[src/irq_status_pkg.sv]
// Purpose: shared constants for the sticky interrupt status block
// Assumes: one core clock, synchronous active-low reset
// Notes: event count is the width of the status and mask words
package irq_status_pkg;
    localparam int EVENT_COUNT = 8;
    localparam logic [EVENT_COUNT-1:0] STATUS_RESET = 8'h00;
    // all events masked out of the request after reset
    localparam logic [EVENT_COUNT-1:0] MASK_RESET = 8'hff;
    localparam logic [EVENT_COUNT-1:0] ZERO_WORD = 8'h00;
    localparam int OVERTEMP_BIT = 0;
endpackage

[src/irq_status.sv]
// Purpose: sticky read-to-clear status, per-bit mask, open-drain request
// Assumes: event inputs synchronous to clk_i; read done is a pulse after data delivery
// Notes: bit OVERTEMP_BIT carries the die over-temperature event
// Operation
// - status bits latch on event, clear only by read once condition gone
// - read while condition persists leaves status bit set
// - status set on rising edge of the condition, not its level
// - one mask bit per status bit; set mask keeps bit off request
// - unmasked event sets status and asserts request
// - masked event sets status, request unchanged
// - request holds until every set unmasked bit has been read
// - reading a persisting unmasked bit drops request, status stays set
// - clearing mask of a set bit not yet read asserts request
// - request is open drain, driven low when asserted
// - die over-temperature is one of the notifying events
// - reset pin alone forces all state to defaults
// - no operation starts while reset is asserted
`timescale 1ns/100ps
module irq_status
    import irq_status_pkg::*;
(
    // clock and reset
    input wire logic clk_i,
    input wire logic nrst_i,
    // event conditions, level
    input wire logic [EVENT_COUNT-1:0] cond_i,
    // mask register value from the register file
    input wire logic [EVENT_COUNT-1:0] mask_wdata_i,
    input wire logic mask_we_i,
    // status read: pulse once data byte has been delivered
    input wire logic status_read_done_i,
    // register read-back
    output logic [EVENT_COUNT-1:0] status_o,
    output logic [EVENT_COUNT-1:0] mask_o,
    // open-drain interrupt request pin
    output logic int_n_o,
    output logic int_n_oe_o
);

    // ***********************
    // state and next values
    // ***********************
    // condition history for edge detect
    logic [EVENT_COUNT-1:0] cond_reg;
    logic [EVENT_COUNT-1:0] cond_next;

    // sticky status word
    logic [EVENT_COUNT-1:0] status_reg;
    logic [EVENT_COUNT-1:0] status_next;

    // mask word, one bit per status bit
    logic [EVENT_COUNT-1:0] mask_reg;
    logic [EVENT_COUNT-1:0] mask_next;

    // set and not yet read
    logic [EVENT_COUNT-1:0] pending_reg;
    logic [EVENT_COUNT-1:0] pending_next;

    // request enable of the open-drain pin
    logic int_oe_reg;
    logic int_oe_next;

    // one-cycle rising edges of the conditions
    logic [EVENT_COUNT-1:0] rise;

    // ***********************
    // functions
    // ***********************
    // rising edges of a level word against its history
    function automatic logic [EVENT_COUNT-1:0] edge_rise(
        input logic [EVENT_COUNT-1:0] level,
        input logic [EVENT_COUNT-1:0] prev
    );
        return level & ~prev;
    endfunction

    // sticky word: read keeps live bits, a new edge always wins
    function automatic logic [EVENT_COUNT-1:0] sticky_update(
        input logic [EVENT_COUNT-1:0] held,
        input logic [EVENT_COUNT-1:0] level,
        input logic [EVENT_COUNT-1:0] edges,
        input logic read
    );
        logic [EVENT_COUNT-1:0] kept;
        kept = read ? (held & level) : held;
        return kept | edges;
    endfunction

    // pending word: read drops every bit, a new edge always wins
    function automatic logic [EVENT_COUNT-1:0] pending_update(
        input logic [EVENT_COUNT-1:0] held,
        input logic [EVENT_COUNT-1:0] edges,
        input logic read
    );
        logic [EVENT_COUNT-1:0] kept;
        kept = read ? ZERO_WORD : held;
        return kept | edges;
    endfunction

    // request when any pending bit is not masked
    function automatic logic request_of(
        input logic [EVENT_COUNT-1:0] pend,
        input logic [EVENT_COUNT-1:0] masked
    );
        return |(pend & ~masked);
    endfunction

    // ***********************
    // edge detect
    // ***********************
    assign rise = edge_rise(cond_i, cond_reg);

    always_comb begin
        cond_next = cond_i;
    end

    always_ff @(posedge clk_i) begin
        if (!nrst_i) begin
            cond_reg <= ZERO_WORD;
        end else begin
            cond_reg <= cond_next;
        end
    end

    // ***********************
    // sticky status
    // ***********************
    // set wins over clear; persisting conditions survive the read
    always_comb begin
        status_next = sticky_update(status_reg, cond_i, rise, status_read_done_i);
    end

    always_ff @(posedge clk_i) begin
        if (!nrst_i) begin
            status_reg <= STATUS_RESET;
        end else begin
            status_reg <= status_next;
        end
    end

    // ***********************
    // mask
    // ***********************
    always_comb begin
        mask_next = mask_reg;
        if (mask_we_i) begin
            mask_next = mask_wdata_i;
        end
    end

    always_ff @(posedge clk_i) begin
        if (!nrst_i) begin
            mask_reg <= MASK_RESET;
        end else begin
            mask_reg <= mask_next;
        end
    end

    // ***********************
    // request tracking
    // ***********************
    // pending: set and not yet read; read drops it even if status stays
    always_comb begin
        pending_next = pending_update(pending_reg, rise, status_read_done_i);
    end

    always_ff @(posedge clk_i) begin
        if (!nrst_i) begin
            pending_reg <= ZERO_WORD;
        end else begin
            pending_reg <= pending_next;
        end
    end

    // request from pending bits under the current mask; unmask raises it
    always_comb begin
        int_oe_next = request_of(pending_reg, mask_reg);
    end

    always_ff @(posedge clk_i) begin
        if (!nrst_i) begin
            int_oe_reg <= 1'b0;
        end else begin
            int_oe_reg <= int_oe_next;
        end
    end

    // ***********************
    // open-drain pin
    // ***********************
    // pin level is always low; only the enable toggles
    always_ff @(posedge clk_i) begin
        int_n_o <= 1'b0;
    end

    always_comb begin
        int_n_oe_o = int_oe_reg;
    end

    // ***********************
    // read-back
    // ***********************
    always_comb begin
        status_o = status_reg;
        mask_o = mask_reg;
    end
endmodule

[config.mk]
export PLATFORM = sky130hd
export DESIGN_NAME = irq_status
export DESIGN_NICKNAME = d
export VERILOG_FILES = /design/src/irq_status_pkg.sv /design/src/irq_status.sv
export SDC_FILE = /design/constraint.sdc
export NUM_CORES = 1
export LEC_CHECK = 0
export BUFFER_PORTS_ARGS = -buffer_cell sky130_fd_sc_hd__buf_4
export CAP_MARGIN = 20
export CORE_MARGIN = 1.5
export CORE_UTILIZATION = 44
export CTS_CLUSTER_DIAMETER = 50
export CTS_CLUSTER_SIZE = 40
export DETAILED_ROUTE_END_ITERATION = 10
export GPL_TIMING_DRIVEN = 0
export PLACE_DENSITY_LB_ADDON = 0.12
export SLEW_MARGIN = 30
export SYNTH_ARGS = -nofsm -noshare
export SYNTH_HDL_FRONTEND = slang
export SYNTH_SLANG_ARGS = --single-unit
export TNS_END_PERCENT = 10
[constraint.sdc]
create_clock -name clk_i -period 0.8 [get_ports clk_i]
set_input_delay 0.04 -clock clk_i [delete_from_list [all_inputs] [get_ports clk_i]]
set_output_delay 0.04 -clock clk_i [all_outputs]
set_load 0.05 [all_outputs]
Word-level counts from Yosys, hierarchy flattened
Index checks and enable logic that the tools add are counted.

Bits in registers: 33. Bits in latches: 0. Bits in writable memories: 0. Bits in read-only memories: 0. Bits of input ports: 20. Memories kept: 0.

Add/subtract/negate cells: 0. Multiply operators: 0. Div/mod/pow operators: 0. $lt $le $gt $ge: 0. Equal/unequal tests: 0. Shifts and indexed selects: 0. Multiplexer cells: 2. Bitwise operators: 7. Reduce and logical (&&, ||, !) cells: 1.

Operator list (count): bitwise AND 8 bit (3); two-way mux 8 bit (2); inverter 8 bit (2); OR 8 bit (2); OR reduction 8 bit (1).

Depth between registers and ports, before layout
Word-level depth: 3. Depth in mapped cells: 4. Depth with buffers taken out: 3.

Worst setup path after synthesis
No wires, ideal clock.

Path kind: register to register. Start: register mask_reg[2] (netlist: mask_o[2]). End: register int_oe_reg (netlist: int_n_oe_o). Library setup time: 125 ps. Data arrival time: 1195 ps. Data required time: 675 ps. Path slack: -520 ps. Stages on the path, launching flop included: 3. Buffers on the path: 0. Path through: dfxtp_1 o22ai_1 o41a_1.

Longest elaborated chain between the ends: 3.

Ends and longest elaborated chain: start, declared (RTL line irq_status.sv:52) `logic [EVENT_COUNT-1:0] mask_reg;`; start signal, assigned (RTL line irq_status.sv:155) `mask_reg <= mask_next;`; inverter 8 bit (RTL line irq_status.sv:105) `return |(pend & ~masked);`; bitwise AND 8 bit (RTL line irq_status.sv:105); OR reduction 8 bit (RTL line irq_status.sv:105); end signal, assigned (RTL line irq_status.sv:184) `int_oe_reg <= int_oe_next;`; end, declared (RTL line irq_status.sv:60) `logic int_oe_reg;`.

Every way passes these cells. A chain may end at the register's enable or synchronous reset.

Worst setup path in the final report
Start: register pending_reg[4]. End: register int_oe_reg (netlist: int_n_oe_o).

Longest elaborated chain between the ends: 2.

Ends and longest elaborated chain: start, declared (RTL line irq_status.sv:56) `logic [EVENT_COUNT-1:0] pending_reg;`; start signal, assigned (RTL line irq_status.sv:171) `pending_reg <= pending_next;`; bitwise AND 8 bit (RTL line irq_status.sv:105); OR reduction 8 bit (RTL line irq_status.sv:105).

Every way passes these cells.

==> flow_summary.ini <==
[routing]
routedWlPerCell_um = 13.1
antenna_left = 0
route.detailed.drc = 0
viasPerCell = 4.89
drtIter0Drc = 20
drt_wl_total_mm = 2.86
first_pass_iters = 4
vias = 1071

[finish]
fill_cells = 167
final_core_util_pct = 77.6
layout-drive-gt1-share_pct = 45.0
synthToLayoutAreaGrowth_pct = 63.4
insertedDiodeCount = 0
nets = 208

[setup_path]
critPathKind = reg2reg
regToRegEndpoint = int_n_oe_o
slowest_delay_ns = 0.41
cp.depth = 3
worstPathCellList = inv_2 > o22ai_2 > o41a_1
crit_required_ns = 1.02
endpoint_kind = flop
crit_arrival_ns = 1.19
critPathTopFamily = compound AO/OA/AOI/OAI gates
reg2reg_from = pending_reg[4]
cp-start-kind = flop
cp_num_buf_inv = 1
reg2reg_depth = 3
crit_slowest_cell = o41a_1
ff2ff_setup_slack_ns = -0.16
cp_max_fo = 2

[timing]
layout_worst_path_cycle_share_pct = 120
finClkSkew_ns = 0.00442
rsz0062_at_grt = true
setup_viol = 19
min_period_ns = 0.962
max_freq_ghz = 1.04
worst_slack_ns = -0.162
hold_viol_final = 0
slew_viol_final = 0

[pwr]
p_total_mw = 3.69
leakagePower_nw = 0.856
irDropWorstVdd_v = 0.00150
powerDensity_nw_per_um2 = 1880

[grt]
grt_max_degree = 11
globalRoute.totalOverflow = 0
grtUsageTotal_pct = 21.0
grt_pass1_wl_mm = 4.30
grt_pass1_vias = 959
antenna_found_initial = 0

[floorplanning]
dieHeight_um = 55.2
start_util_pct = 47.5
dieArea_um2 = 3050
core_area_um2 = 2520
fp-row-count = 18
io_pins = 38
dieWidth_um = 55.2

[cts]
cts.clk_slew.worst_paths_ns = 0.10
cts_tree = yes
clock_sink_count = 33
cts_root_buf = clkbuf_4
clk_latency_ns = 0.33
cts_buffer_depth = 2
cts_buffers = 5
h-tree-depth = 2

[synthesis]
synth.largest_area_cell = dfxtp_1
ys_ff_latch = 33
yosys.area.top_type_share_pct = 55.1
netlist_instances = 125
synth_area_leaders = dfxtp_1 55%, mux2i_1 6.7%, a21boi_0 5.0%, and2_1 4.7%, nand2_1 4.7%
synth_cell_types = 20
syn-num-nets = 145
avgSynthCellArea_um2 = 9.59
synth.cell_area_um2 = 1200
ys_seq_area_share_pct = 55.1
yosysWarnings = 0

[outcome]
outcome = finished with violations
violations = negative setup slack

[placed_design]
gp_congestion = 0.761
dp_hpwl_mm = 1.87
io_buffers = 35

[job]
cap_violations = 0

[min_path]
holdPathEnd = status_o[7]
hold_class = in2reg
min_from = nrst_i
hold_path_depth = 2
-- cell type report --
class	count	area (um2)	area share, %
inverter	16	60.1	3.07
tap	30	37.5	1.92
sequential	33	704	36.0
buffer	6	37.5	1.92
clock inverter	1	5.00	0.256
multi-input combinational	70	473	24.2
timing repair buffer	56	576	29.4
clock buffer	7	65.1	3.32
-- worst max path at each step --
stage / startpoint / to / slack [ns]
after floorplan: mask_o[2] / int_n_oe_o / -0.24
after global placement: pending_reg[2] / int_n_oe_o / -0.14
after detailed placement: mask_o[2] / int_n_oe_o / -0.16
after CTS: pending_reg[5] / int_n_oe_o / -0.16
after global routing: pending_reg[4] / int_n_oe_o / -0.19
final: pending_reg[4] / int_n_oe_o / -0.16
-- Yosys cell counts --
cell type  count
nand2_1       15
conb_1         1
o21ai_0        8
buf_6          1
nor2b_1        7
a21boi_0       8
and2_1         9
o41a_1         1
buf_2          3
a22oi_1        7
inv_2          1
o22ai_1        4
dfxtp_1       33
buf_4          1
clkbuf_1       1
clkinv_1       2
nand2b_1       1
mux2i_1        8
inv_1         13
o21ai_1        1
-- timing repair --
item                       CTS  global route
pin swaps                    3             2
hold buffers                17             0
setup endpoints to repair   18            22
resized for setup           41            18
hold endpoints to repair    28             0
buffers inserted             2             2
-- stage by stage --
| step | area (um2) | setup TNS (ns) | hold WS [ns] | instances | setup WS (ns) |
|---|---|---|---|---|---|
| 5_1_grt | 1960 | -2.36 | 0.0159 | 219 | -0.187 |
| 3_5_place_dp | 1520 | -0.234 | 0.261 | 190 | -0.160 |
| 2_1_floorplan | 1220 | -1.44 | 0.162 | 125 | -0.236 |
| 3_3_place_gp | 1520 | -0.141 | 0.258 | 190 | -0.141 |
| 4_1_cts | 1900 | -1.79 | 0.0158 | 217 | -0.158 |
| 6_report | 1960 | -1.73 | 0.0107 | 219 | -0.162 |
-- cell usage in the layout (no fill, tap or decap), drive strengths merged --
| cell type | n |
|---|---|
| o41a | 1 |
| dlygate4sd3 | 17 |
| nor2b | 7 |
| mux2i | 8 |
| o22ai | 4 |
| conb | 1 |
| clkinv | 2 |
| nand2 | 15 |
| clkbuf | 8 |
| a22oi | 7 |
| inv | 15 |
| a21boi | 8 |
| o21ai | 9 |
| nand2b | 1 |
| buf | 44 |
| and2 | 9 |
| dfxtp | 33 |
-- report_power, final --
part           internal (mW)  switching [mW]  total [mW]
registers               1.75          0.0822        1.83
logic                  0.383           0.404       0.787
clock network          0.509           0.556        1.07
total                   2.64            1.04        3.69
-- layer usage --
layer	global-route usage, %	vias to the layer above	share of wire (%)
met5	0	-	0
met4	11.0	0	2.1
met3	5.65	10	3.7
met2	34.7	28	50
met1	24.8	498	44
li1	-	535	-
-- kinds of logic after synthesis --
family          Yosys count  synth area share, %
simple gates             32                 13.6
mux                       8                 6.68
other cells               1                0.313
buf+inv                  22                 8.14
compound gates           29                 16.2
flops                    33                 55.1
No activity file was read; power rests on OpenSTA's default activity.
